<file path="config.mk">
export PLATFORM = sky130hd
export DESIGN_NAME = low_power_state_controller
export DESIGN_NICKNAME = d
export VERILOG_FILES = /design/src/core/low_power_state_controller.v /design/src/core/pin_sync.v
export VERILOG_INCLUDE_DIRS = /design/src /design/src/core
export SDC_FILE = /design/constraint.sdc
export NUM_CORES = 1
export LEC_CHECK = 0
export BUFFER_PORTS_ARGS = -buffer_cell sky130_fd_sc_hd__buf_2
export CORE_AREA = 2 2 164 126
export CTS_BUF_LIST = sky130_fd_sc_hd__clkbuf_16
export DETAILED_ROUTE_END_ITERATION = 8
export DIE_AREA = 0 0 166 128
export PLACE_DENSITY = 0.79
export SLEW_MARGIN = 5
export SYNTH_ARGS = -nofsm -noshare
export SYNTH_HDL_FRONTEND = slang
export SYNTH_SLANG_ARGS = --single-unit
</file>
<file path="constraint.sdc">
create_clock -name hclk -period 10.63 [get_ports hclk]
set_clock_uncertainty 0.05 [all_clocks]
set_input_delay 1.5945 -clock hclk [delete_from_list [all_inputs] [get_ports hclk]]
set_output_delay 1.5945 -clock hclk [all_outputs]
set_load 0.005 [all_outputs]
</file>
<file path="src/core/lp_state_map.vh">
// constants for the low-power state controller: clock, timing, registers, states
// assumes a single 10 MHz clock drives every counter
`ifndef LP_STATE_MAP_VH
`define LP_STATE_MAP_VH

`define CLK_HZ 10000000
`define CYC_PER_US (`CLK_HZ / 1000000)
`define CYC_PER_MS (`CLK_HZ / 1000)

// times in their own units, cycle counts derived
`define CORE_REG_OFF_US 500
`define CORE_REG_OFF_CYC (`CORE_REG_OFF_US * `CYC_PER_US)
`define DEGLITCH_US 150
`define DEGLITCH_CYC (`DEGLITCH_US * `CYC_PER_US)
`define UV_LATCH_US 40
`define UV_LATCH_CYC (`UV_LATCH_US * `CYC_PER_US)
`define CYCLIC_BASE_MS 100
`define CYCLIC_BASE_CYC (`CYCLIC_BASE_MS * `CYC_PER_MS)
`define SILENCE_BASE_MS 32
`define SILENCE_BASE_CYC (`SILENCE_BASE_MS * `CYC_PER_MS)

// silence timeout multipliers of the base (32, 256, 1024, 2048 ms)
`define SIL_MUL_00 32'h0000_0001
`define SIL_MUL_01 32'h0000_0008
`define SIL_MUL_10 32'h0000_0020
`define SIL_MUL_11 32'h0000_0040

// register byte offsets
`define OFF_CTRL 8'h00
`define OFF_STATUS 8'h04
`define OFF_CYCLIC 8'h08

// control register fields
`define CTRL_BAL_ON 0
`define CTRL_SLP_BAL_SEL 1
`define CTRL_SIL_LO 2
`define CTRL_SIL_HI 3
`define CTRL_SIL_DIS 4
`define CTRL_IVL_LO 5
`define CTRL_IVL_HI 7
`define CTRL_WAKE_PIN_EN 8
`define CTRL_GO_SLEEP 16
`define CTRL_SOFT_RST 17
`define CTRL_ON_DEMAND 18

// status register fields
`define ST_STATE_LO 0
`define ST_STATE_HI 2
`define ST_BAL_DONE 4
`define ST_COMM_UV 5
`define ST_REF_UV 6
`define ST_UV_ARMED 7

// reset values
`define CTRL_RESET 9'h000
`define SIL_RESET 2'h0

// controller states
`define S_SLEEP 3'h0
`define S_POWERUP 3'h1
`define S_NORMAL 3'h2
`define S_PWRDN 3'h3
`define S_QUIET 3'h4
`define S_CHECK 3'h5

`endif

</file>
<file path="src/core/low_power_state_controller.v">
// low-power state controller: supply ordering, quiet balancing, periodic checks
// assumes AHB-Lite single slave, 10 MHz hclk, pins synchronised internally
//
// Decided for this implementation: the placing of the registers and register access over AHB-Lite.
`timescale 1ns/1ps
`include "lp_state_map.vh"

// Notes on behaviour
// - comm, reference, bootstrap off together
// - main regulator off after delay
// - comm supply starts despite reference failure
// - frames during power-up may be dropped
// - quiet balancing needs bal, select, sleep
// - quiet balancing replaces sleep, balancing runs
// - quiet keeps balance and wake resources
// - valid frame or fault wake returns normal
// - external fault in quiet goes normal
// - target done sets flag, goes sleep
// - cyclic tick in quiet runs check
// - periodic check every coded interval
// - fault in check goes normal
// - link or fault wake leaves check
// - check done returns to prior state
// - on-demand accepted only in normal
// - once checks per visit, others continuous
// - on-demand runs now, resets cyclic counter
// - short detect valid in duty, output
// - wake pin deglitched before wake
// - undervoltage latched after reset delay
// - silence or sleep command leaves normal
module low_power_state_controller #(
	parameter CORE_REG_OFF_CYC = `CORE_REG_OFF_CYC,
	parameter CYCLIC_BASE_CYC = `CYCLIC_BASE_CYC,
	parameter SILENCE_BASE_CYC = `SILENCE_BASE_CYC
) (
	input wire hclk, // block clock, 10 MHz
	input wire hresetn, // async reset, active low
	input wire ce, // clock enable, freezes state when low
	input wire hsel, // slave select
	input wire [31:0] haddr, // byte address
	input wire [1:0] htrans, // transfer type
	input wire hwrite, // write strobe
	input wire [2:0] hsize, // transfer size, word only
	input wire [31:0] hwdata, // write data
	input wire hready, // bus ready
	output wire hreadyout, // slave ready
	output wire hresp, // always OKAY
	output reg [31:0] hrdata, // read data
	input wire link_clk, // serial link clock pin
	input wire link_frame_ok, // pulse: electrically valid frame seen
	input wire fault_line, // fault line pin from upper devices
	input wire wake_pin, // wake pin
	input wire comm_supply_undervolt, // comm supply undervoltage pin
	input wire ref_supply_undervolt, // reference supply undervoltage pin
	input wire ext_fault, // pulse: external fault
	input wire check_fault, // pulse: fault found by periodic check
	input wire checks_done, // pulse: periodic check tasks finished
	input wire bal_target_done, // pulse: balancing target reached
	input wire duty_phase, // general pin in duty phase
	input wire pin_is_output, // general pin configured as output
	input wire short_raw, // raw output short comparator
	output reg comm_supply_en, // comm supply enable
	output reg sensor_ref_en, // sensor reference enable
	output reg bootstrap_en, // bootstrap enable
	output reg main_regulator_en, // main regulator enable
	output reg bal_drv_en, // balance drivers and timer on
	output reg bal_short_cmp_en, // balance short comparators on
	output reg wake_logic_en, // wake logic and sources on
	output reg cont_mon_en, // continuous monitors on
	output reg once_checks_start, // pulse: run once-per-visit checks
	output reg on_demand_run, // pulse: start one on-demand run
	output reg frame_accept, // frames are interpreted
	output reg short_detect // qualified output short
);
	localparam [2:0] SYNC_W = 3'h5;

	wire [4:0] pins_s;
	wire link_clk_s = pins_s[0];
	wire fault_s = pins_s[1];
	wire wake_pin_s = pins_s[2];
	wire comm_uv_s = pins_s[3];
	wire ref_uv_s = pins_s[4];

	reg [2:0] state_q;
	reg [2:0] state_d;
	reg prior_quiet_q;
	reg target_check_q;
	reg [31:0] tmr_q;
	reg [31:0] cyc_q;
	reg [31:0] sil_q;
	reg [10:0] dg_q;
	reg dg_wake_q;
	reg [8:0] uv_cnt_q;
	reg link_clk_prev_q;
	reg fault_prev_q;
	reg [8:0] ctrl_q;
	reg [1:0] sil_sel_q;
	reg bal_done_q;
	reg comm_uv_q;
	reg ref_uv_q;
	reg ap_wr_q;
	reg [7:0] ap_addr_q;
	reg ap_ok_q;

	// pins from outside the clock domain
	pin_sync #(.W(SYNC_W)) u_sync (
		.hclk(hclk),
		.hresetn(hresetn),
		.ce(ce),
		.pin_in({ref_supply_undervolt, comm_supply_undervolt, wake_pin, fault_line, link_clk}),
		.pin_out(pins_s)
	);

	// bus answers in zero wait states; frozen clock holds the bus
	assign hreadyout = ce;
	assign hresp = 1'b0;

	wire ap_take = hsel & hready & htrans[1] & ce;
	wire dp_wr = ap_ok_q & ap_wr_q & ce;
	wire wr_ctrl = dp_wr & (ap_addr_q == `OFF_CTRL);
	wire wr_status = dp_wr & (ap_addr_q == `OFF_STATUS);
	wire go_sleep_cmd = wr_ctrl & hwdata[`CTRL_GO_SLEEP];
	wire soft_rst = wr_ctrl & hwdata[`CTRL_SOFT_RST];
	wire bal_on = ctrl_q[`CTRL_BAL_ON];
	wire slp_bal_sel = ctrl_q[`CTRL_SLP_BAL_SEL];
	wire [2:0] ivl_code = ctrl_q[`CTRL_IVL_HI:`CTRL_IVL_LO];
	wire link_act = link_clk_s ^ link_clk_prev_q;
	wire fault_wake = fault_s & ~fault_prev_q;
	// valid frame, fault edge or deglitched pin wake
	wire any_wake = link_frame_ok | fault_wake | dg_wake_q;
	// interval is the base doubled per code step
	wire [31:0] cyc_limit = CYCLIC_BASE_CYC[31:0] << ivl_code;
	wire cyc_tick = (cyc_q >= cyc_limit - 32'h0000_0001);
	reg [31:0] sil_mul;
	wire [31:0] sil_limit = sil_mul * SILENCE_BASE_CYC[31:0];
	wire sil_expired = ~ctrl_q[`CTRL_SIL_DIS] & (sil_q >= sil_limit);
	wire od_req = wr_ctrl & hwdata[`CTRL_ON_DEMAND] & (state_q == `S_NORMAL);
	// quiet entry needs balancing on and select set; a write in the same word counts
	wire want_quiet = soft_rst ? 1'b0 : wr_ctrl ? (hwdata[`CTRL_BAL_ON] & hwdata[`CTRL_SLP_BAL_SEL]) :
		(bal_on & slp_bal_sel);

	// silence timeout multiplier by select
	always @* begin
		case (sil_sel_q)
			2'h0: sil_mul = `SIL_MUL_00;
			2'h1: sil_mul = `SIL_MUL_01;
			2'h2: sil_mul = `SIL_MUL_10;
			default: sil_mul = `SIL_MUL_11;
		endcase
	end

	// bus address phase and read data
	always @(posedge hclk or negedge hresetn) begin
		if (!hresetn) begin
			ap_ok_q <= 1'b0;
			ap_wr_q <= 1'b0;
			ap_addr_q <= 8'h00;
			hrdata <= 32'h0000_0000;
		end else if (ce) begin
			ap_ok_q <= ap_take & (haddr[31:8] == 24'h00_0000);
			ap_wr_q <= hwrite;
			ap_addr_q <= haddr[7:0];
			if (ap_take & ~hwrite) begin
				// unmapped offsets read as zero
				hrdata <= 32'h0000_0000;
				if (haddr[31:8] == 24'h00_0000) begin
					case (haddr[7:0])
						`OFF_CTRL: hrdata <= {23'h00_0000, ctrl_q};
						`OFF_STATUS: hrdata <= {24'h00_0000, (uv_cnt_q == `UV_LATCH_CYC), ref_uv_q,
							comm_uv_q, bal_done_q, 1'b0, state_q};
						`OFF_CYCLIC: hrdata <= cyc_q;
						default: hrdata <= 32'h0000_0000;
					endcase
				end
			end
		end
	end

	// control register and soft reset
	always @(posedge hclk or negedge hresetn) begin
		if (!hresetn) begin
			ctrl_q <= `CTRL_RESET;
			sil_sel_q <= `SIL_RESET;
		end else if (ce) begin
			if (soft_rst) begin
				// timeout select kept across soft reset
				ctrl_q <= `CTRL_RESET;
			end else if (wr_ctrl) begin
				ctrl_q <= hwdata[8:0];
				sil_sel_q <= hwdata[`CTRL_SIL_HI:`CTRL_SIL_LO];
			end
		end
	end

	// done flag, set wins over the clear
	always @(posedge hclk or negedge hresetn) begin
		if (!hresetn) begin
			bal_done_q <= 1'b0;
		end else if (ce) begin
			if (bal_target_done & (state_q == `S_QUIET)) begin
				bal_done_q <= 1'b1;
			end else if (wr_status & hwdata[`ST_BAL_DONE]) begin
				bal_done_q <= 1'b0;
			end
		end
	end

	// undervoltage latched only after the post-reset delay
	always @(posedge hclk or negedge hresetn) begin
		if (!hresetn) begin
			uv_cnt_q <= 9'h000;
			comm_uv_q <= 1'b0;
			ref_uv_q <= 1'b0;
		end else if (ce) begin
			if (uv_cnt_q != `UV_LATCH_CYC) begin
				uv_cnt_q <= uv_cnt_q + 9'h001;
			end else begin
				// sticky, write one clears, a new event wins
				comm_uv_q <= comm_uv_s | (comm_uv_q & ~(wr_status & hwdata[`ST_COMM_UV]));
				ref_uv_q <= ref_uv_s | (ref_uv_q & ~(wr_status & hwdata[`ST_REF_UV]));
			end
		end
	end

	// wake pin must stay high through the filter
	always @(posedge hclk or negedge hresetn) begin
		if (!hresetn) begin
			dg_q <= 11'h000;
			dg_wake_q <= 1'b0;
		end else if (ce) begin
			dg_wake_q <= 1'b0;
			if (!(wake_pin_s & ctrl_q[`CTRL_WAKE_PIN_EN])) begin
				dg_q <= 11'h000;
			end else if (dg_q == `DEGLITCH_CYC - 1) begin
				dg_wake_q <= 1'b1;
			end else begin
				dg_q <= dg_q + 11'h001;
			end
		end
	end

	// link activity edges, fault edge, silence counter
	always @(posedge hclk or negedge hresetn) begin
		if (!hresetn) begin
			link_clk_prev_q <= 1'b0;
			fault_prev_q <= 1'b0;
			sil_q <= 32'h0000_0000;
		end else if (ce) begin
			link_clk_prev_q <= link_clk_s;
			fault_prev_q <= fault_s;
			if (link_act | (state_q != `S_NORMAL)) begin
				sil_q <= 32'h0000_0000;
			end else if (!sil_expired) begin
				sil_q <= sil_q + 32'h0000_0001;
			end
		end
	end

	// cyclic counter; low-power ticks are acted on
	always @(posedge hclk or negedge hresetn) begin
		if (!hresetn) begin
			cyc_q <= 32'h0000_0000;
		end else if (ce) begin
			if (cyc_tick | od_req) begin
				cyc_q <= 32'h0000_0000;
			end else begin
				cyc_q <= cyc_q + 32'h0000_0001;
			end
		end
	end

	// state machine next state
	always @* begin
		state_d = state_q;
		case (state_q)
			`S_SLEEP: begin
				if (any_wake | cyc_tick) begin
					state_d = `S_POWERUP;
				end
			end
			`S_POWERUP: begin
				// done when comm supply is up, reference not awaited
				if (!comm_uv_s) begin
					state_d = target_check_q ? `S_CHECK : `S_NORMAL;
				end
			end
			`S_NORMAL: begin
				// silence or sleep command leaves normal
				if (go_sleep_cmd | sil_expired) begin
					state_d = `S_PWRDN;
				end
			end
			`S_PWRDN: begin
				// main regulator waits for the off delay
				if (tmr_q >= CORE_REG_OFF_CYC - 1) begin
					state_d = target_check_q ? `S_QUIET : `S_SLEEP;
				end
			end
			`S_QUIET: begin
				if (any_wake | ext_fault) begin
					state_d = `S_POWERUP;
				end else if (bal_target_done) begin
					state_d = `S_SLEEP;
				end else if (cyc_tick) begin
					state_d = `S_POWERUP;
				end
			end
			`S_CHECK: begin
				// fault and wake go to normal
				if (check_fault | any_wake) begin
					state_d = `S_NORMAL;
				end else if (checks_done) begin
					state_d = `S_PWRDN;
				end
			end
			default: state_d = `S_SLEEP;
		endcase
	end

	// state, destination flags and the shared timer
	always @(posedge hclk or negedge hresetn) begin
		if (!hresetn) begin
			state_q <= `S_SLEEP;
			prior_quiet_q <= 1'b0;
			target_check_q <= 1'b0;
			tmr_q <= 32'h0000_0000;
		end else if (ce) begin
			state_q <= state_d;
			tmr_q <= (state_d == state_q) ? tmr_q + 32'h0000_0001 : 32'h0000_0000;
			if ((state_q == `S_SLEEP) | (state_q == `S_QUIET)) begin
				prior_quiet_q <= (state_q == `S_QUIET);
				// periodic checks from sleep or quiet
				target_check_q <= cyc_tick & ~any_wake & ~(state_q == `S_QUIET & (ext_fault | bal_target_done));
			end
			if ((state_q == `S_NORMAL) & (state_d == `S_PWRDN)) begin
				// quiet picked when entry conditions hold
				target_check_q <= want_quiet;
			end
			if ((state_q == `S_CHECK) & (state_d == `S_PWRDN)) begin
				// prior state and select decide the return
				target_check_q <= prior_quiet_q & slp_bal_sel;
			end
		end
	end

	// supplies and resource enables, registered from the next state
	always @(posedge hclk or negedge hresetn) begin
		if (!hresetn) begin
			comm_supply_en <= 1'b0;
			sensor_ref_en <= 1'b0;
			bootstrap_en <= 1'b0;
			main_regulator_en <= 1'b0;
			bal_drv_en <= 1'b0;
			bal_short_cmp_en <= 1'b0;
			wake_logic_en <= 1'b1;
			cont_mon_en <= 1'b0;
			once_checks_start <= 1'b0;
			on_demand_run <= 1'b0;
			frame_accept <= 1'b0;
			short_detect <= 1'b0;
		end else if (ce) begin
			// outer supplies switch off in the same step
			comm_supply_en <= (state_d == `S_POWERUP) | (state_d == `S_NORMAL) | (state_d == `S_CHECK);
			sensor_ref_en <= (state_d == `S_POWERUP) | (state_d == `S_NORMAL) | (state_d == `S_CHECK);
			bootstrap_en <= (state_d == `S_POWERUP) | (state_d == `S_NORMAL) | (state_d == `S_CHECK);
			// main regulator held through power-down delay
			main_regulator_en <= (state_d == `S_POWERUP) | (state_d == `S_NORMAL) | (state_d == `S_CHECK) |
				(state_d == `S_PWRDN);
			// balance resources live in quiet balancing
			bal_drv_en <= (state_d == `S_QUIET);
			bal_short_cmp_en <= (state_d == `S_QUIET);
			wake_logic_en <= (state_d != `S_NORMAL);
			// continuous monitors in normal and check
			cont_mon_en <= (state_d == `S_NORMAL) | (state_d == `S_CHECK);
			once_checks_start <= (state_d == `S_CHECK) & (state_q != `S_CHECK);
			// on-demand starts one run at once
			on_demand_run <= od_req;
			frame_accept <= (state_d == `S_NORMAL);
			// short only in duty phase on an output
			short_detect <= short_raw & duty_phase & pin_is_output & cont_mon_en;
		end
	end
endmodule // low_power_state_controller

</file>
<file path="src/core/pin_sync.v">
// three-stage synchroniser for a group of pins from outside the clock domain
// assumes the clock enable freezes it like the rest of the block
`timescale 1ns/1ps
module pin_sync #(
	parameter W = 1
) (
	input wire hclk, // block clock
	input wire hresetn, // async reset, active low
	input wire ce, // clock enable
	input wire [W-1:0] pin_in, // raw asynchronous pins
	output wire [W-1:0] pin_out // filtered level
);
	reg [W-1:0] s1_q;
	reg [W-1:0] s2_q;
	reg [W-1:0] s3_q;
	reg [W-1:0] out_q;
	genvar i;

	// a change is taken only once stages two and three agree
	generate
		for (i = 0; i < W; i = i + 1) begin : g_bit
			always @(posedge hclk or negedge hresetn) begin
				if (!hresetn) begin
					s1_q[i] <= 1'b0;
					s2_q[i] <= 1'b0;
					s3_q[i] <= 1'b0;
					out_q[i] <= 1'b0;
				end else if (ce) begin
					s1_q[i] <= pin_in[i];
					s2_q[i] <= s1_q[i];
					s3_q[i] <= s2_q[i];
					if (s2_q[i] == s3_q[i]) begin
						out_q[i] <= s3_q[i];
					end
				end
			end
		end
	endgenerate

	assign pin_out = out_q;
endmodule // pin_sync

</file>
==> metrics.md <==
| Metric | Value |
|---|---|
| Outcome | `complete, no violations` |
| Routed wire per std cell | `~17 um` |
| Largest net degree at the start of global routing | `around 100` |
| Global-route wire length before repair | `about 44 mm` |
| Vias/cell | `around 6` |
| Die W | `about 170 um` |
| Max Cap Viol | `0` |
| Hold Fails Final Rpt | `0` |
| Post-cts sizing count | `0` |
| Synth warn | `0` |
| First-pass DRT Iterations | `5` |
| WS Path Type | `reg -> reg` |
| Critical path launch point type | `flop` |
| Clk pin slew, worst setup/hold paths | `about 0.060 ns` |
| Number of I/O pins | `134` |
| Iteration-0 DRC Markers | `837` |
| Hold WC Path Type | `reg -> reg` |
| Crit path time final | `just under 6 ns` |
| Clk_lat worst skew | `approximately 0.54 ns` |
| Cts bufs inserted | `22` |
| Final period utilization | `54.6%` |
| Setup WS post-layout | `4.82 ns` |
| I/O Buffers | `108` |
| Pwr dens | `about 160 nW/um2` |
| Worst Hold Path EP | `hrdata[5]` |
| Post-Syn Area | `11600 um2` |
| Antenna cell count | `0` |
| Grt ovf | `0` |
| H-tree levels | `1` |
| CP Max Fanout | `27` |
| Fraction of layout instances using a drive strength above 1 | `between 15 and 20%` |
| Setup TNS | `0 ns` |
| Clk root buf | `clkbuf_16` |
| Async set-or-reset flop fraction in the synthesized netlist | `100%` |
| CP arrival | `6.11 ns` |
| FMAX | `around 0.17 GHz` |
| Post-detail-place hpwl | `18.4 mm` |
| VDD IR max | `0.000133 V` |
| Reg2reg path depth | `16` |
| Worst R2R End | `cyc_q[24]` |
| Post-synthesis register bit count | `209` |
| Reg-to-Reg Start | `ctrl_q[6]` |
| Vias | `roughly 9.4k` |
| DP Worst Slack | `~5.0 ns` |
| Area growth from synthesis to layout | `12.7%` |
| CTS Sinks | `about 210` |
| Hold path cells | `2` |
| RSZ-0062 raised after global routing | `false` |
| Hold_sp | `hrdata[5]` |
| Crit. End Element | `flop` |
| Reg2Reg Setup Slack | `between 4 and 5 ns` |
| GP Congestion | `roughly 0.90` |
| Die Height | `between 100 and 150 um` |
| Synthesized area per cell | `about 9.5 um2` |
| Antenna-violating nets left | `0` |
| Gr usage total | `25.1%` |
| # hold bufs at CTS | `0` |
| Vias in the first global route | `between 8k and 9k` |
| Clk buf depth | `3` |
| Synth Flop Type | `dfrtp_1` |
| Setup Fix Bufs, Post-CTS | `0` |
| Worst hold slack | `0.434 ns` |
| Least-Margin Pin Slew | `approximately 1.2 ns` |
| Core Region | `19800 um2` |
| LEAKAGE | `between 6 and 7 nW` |
| Final #Nets | `approximately 1.5k` |
| CP required | `between 10 and 15 ns` |
| Util after Layout | `between 60% and 70%` |
| CTS tree | `built` |
| Register area share after synthesis | `a little under half` |
| Initial antenna violation count | `0` |
| Initial Util | `~59%` |
| Routed WL | `26.3 mm` |
| EDFF count, synth | `0` |
| Cells after synthesis | `roughly 1.2k` |
| Row count | `45` |
| Yosys cell types | `73` |
| Die Area | `between 20000 and 25000 um2` |
| DRC Markers | `0` |
| Max Transition Viols Final | `0` |
| Relative slew slack | `between 20% and 30%` |
| Final setup viols | `0` |
| Tot Pwr | `2.12 mW` |
-- where the power goes --
| part | switching (mW) | total [mW] | leakage, nW | internal (mW) |
|---|---|---|---|---|
| logic | 0.160 | 0.280 | 2.93 | 0.120 |
| registers | 0.0937 | 0.966 | 2.76 | 0.872 |
| clock network | 0.339 | 0.870 | 0.395 | 0.531 |
| total | 0.593 | 2.12 | 6.09 | 1.52 |
-- stage by stage --
step | area, um2 | cells
floorplan | 11600 | 1222
global placement | 12200 | 1542
detailed placement | 12200 | 1542
CTS | 13100 | 1582
global route | 13100 | 1582
finish | 13100 | 1582
-- cells in the mapped netlist, types with 4 or more instances --
master,count,area (um2)
and2_1,9,56.3
nand2_1,103,387
nor4b_1,6,52.6
mux2i_1,13,130
xor2_1,54,473
nand3_1,65,325
nand4_1,31,194
or3_1,11,68.8
o31ai_1,10,75.1
buf_1,6,22.5
a21oi_1,51,255
or2_2,7,43.8
nand3b_1,9,67.6
buf_4,8,60.1
nor2b_1,7,43.8
o21a_1,4,30.0
nor4_1,20,125
ha_1,60,751
o2bb2ai_1,4,35.0
nor2_1,153,574
and3_1,14,87.6
dfrtp_1,208,5200
mux2_2,23,259
and4_1,8,70.1
a22o_1,29,254
o21ai_0,78,390
or4_1,4,30.0
a21o_1,9,67.6
clkbuf_1,30,113
inv_1,45,169
xnor2_1,49,429
nor3_1,24,120
a31oi_1,6,37.5
-- cell usage in the layout, fill, tap and decap left out, types with 45 or more instances in the layout --
| master | instances |
|---|---|
| a21oi_1 | 50 |
| nand2_1 | 103 |
| dfrtp_1 | 208 |
| inv_1 | 45 |
| nor2_1 | 153 |
| ha_1 | 60 |
| xnor2_1 | 49 |
| nand3_1 | 65 |
| buf_2 | 107 |
| xor2_1 | 54 |
| o21ai_0 | 78 |
-- metal layers --
| metal | track usage (%) | wire, um | vias up |
|---|---|---|---|
| li1 | - | - | 4468 |
| met2 | 38.4 | 11400 | 332 |
| met3 | 3.64 | 1740 | 44 |
| met5 | 0 | 0 | - |
| met1 | 38.2 | 12600 | 4545 |
| met4 | 5.42 | 569 | 0 |
-- logic make-up after synthesis --
family          Yosys count  synth area share (%)
fa+ha+maj                60                  6.48
mux                      36                  3.36
xor+xnor                103                  7.79
compound gates          222                  12.3
buf+inv                  97                  3.91
other cells               2                0.0649
simple gates            492                  20.9
flops                   209                  45.2
-- critical path, stage by stage, from the launching register on --
cell,delay [ns]
dfrtp_1,0.73
inv_1,0.26
ha_1,0.39
or2_2,0.35
or3_1,0.46
a21oi_1,0.24
and2_1,0.22
xnor2_1,0.13
mux2i_1,0.09
ha_1,0.31
and3_1,0.16
and3_2,0.20
nand2_1,0.06
a21oi_1,0.64
nor3b_1,0.26
nor2_2,0.94
nor2_1,0.12
-- worst max-delay path by stage --
stage                         start   endpoint  slack (ns)
after floorplan           ctrl_q[5]  tmr_q[12]        5.93
after global placement    ctrl_q[6]  cyc_q[16]        5.00
after detailed placement  ctrl_q[6]   cyc_q[5]        4.97
after CTS                 ctrl_q[6]   cyc_q[8]        4.93
after global routing      ctrl_q[5]  cyc_q[27]        4.38
final                     ctrl_q[6]  cyc_q[24]        4.82
-- sequential cells by signal, summed over array words and instances (netlist names), 2 cells and up --
name / cells
ap_addr_q: 8
ctrl_q: 9
cyc_q: 32
dg_q: 11
hrdata: 32
sil_q: 32
sil_sel_q: 2
state_q: 3
tmr_q: 32
u_sync.pin_out: 5
u_sync.s1_q: 5
u_sync.s2_q: 5
u_sync.s3_q: 5
uv_cnt_q: 9
-- cell type report --
type,instances,area [um2]
well taps,258,323
repair buffers,114,594
inverters,45,169
multi-input cells,916,5910
clock inverters,18,278
flip-flops and latches,209,5230
fillers,1586,6710
clock buffers,22,551
(Power assumes the default switching activity.)
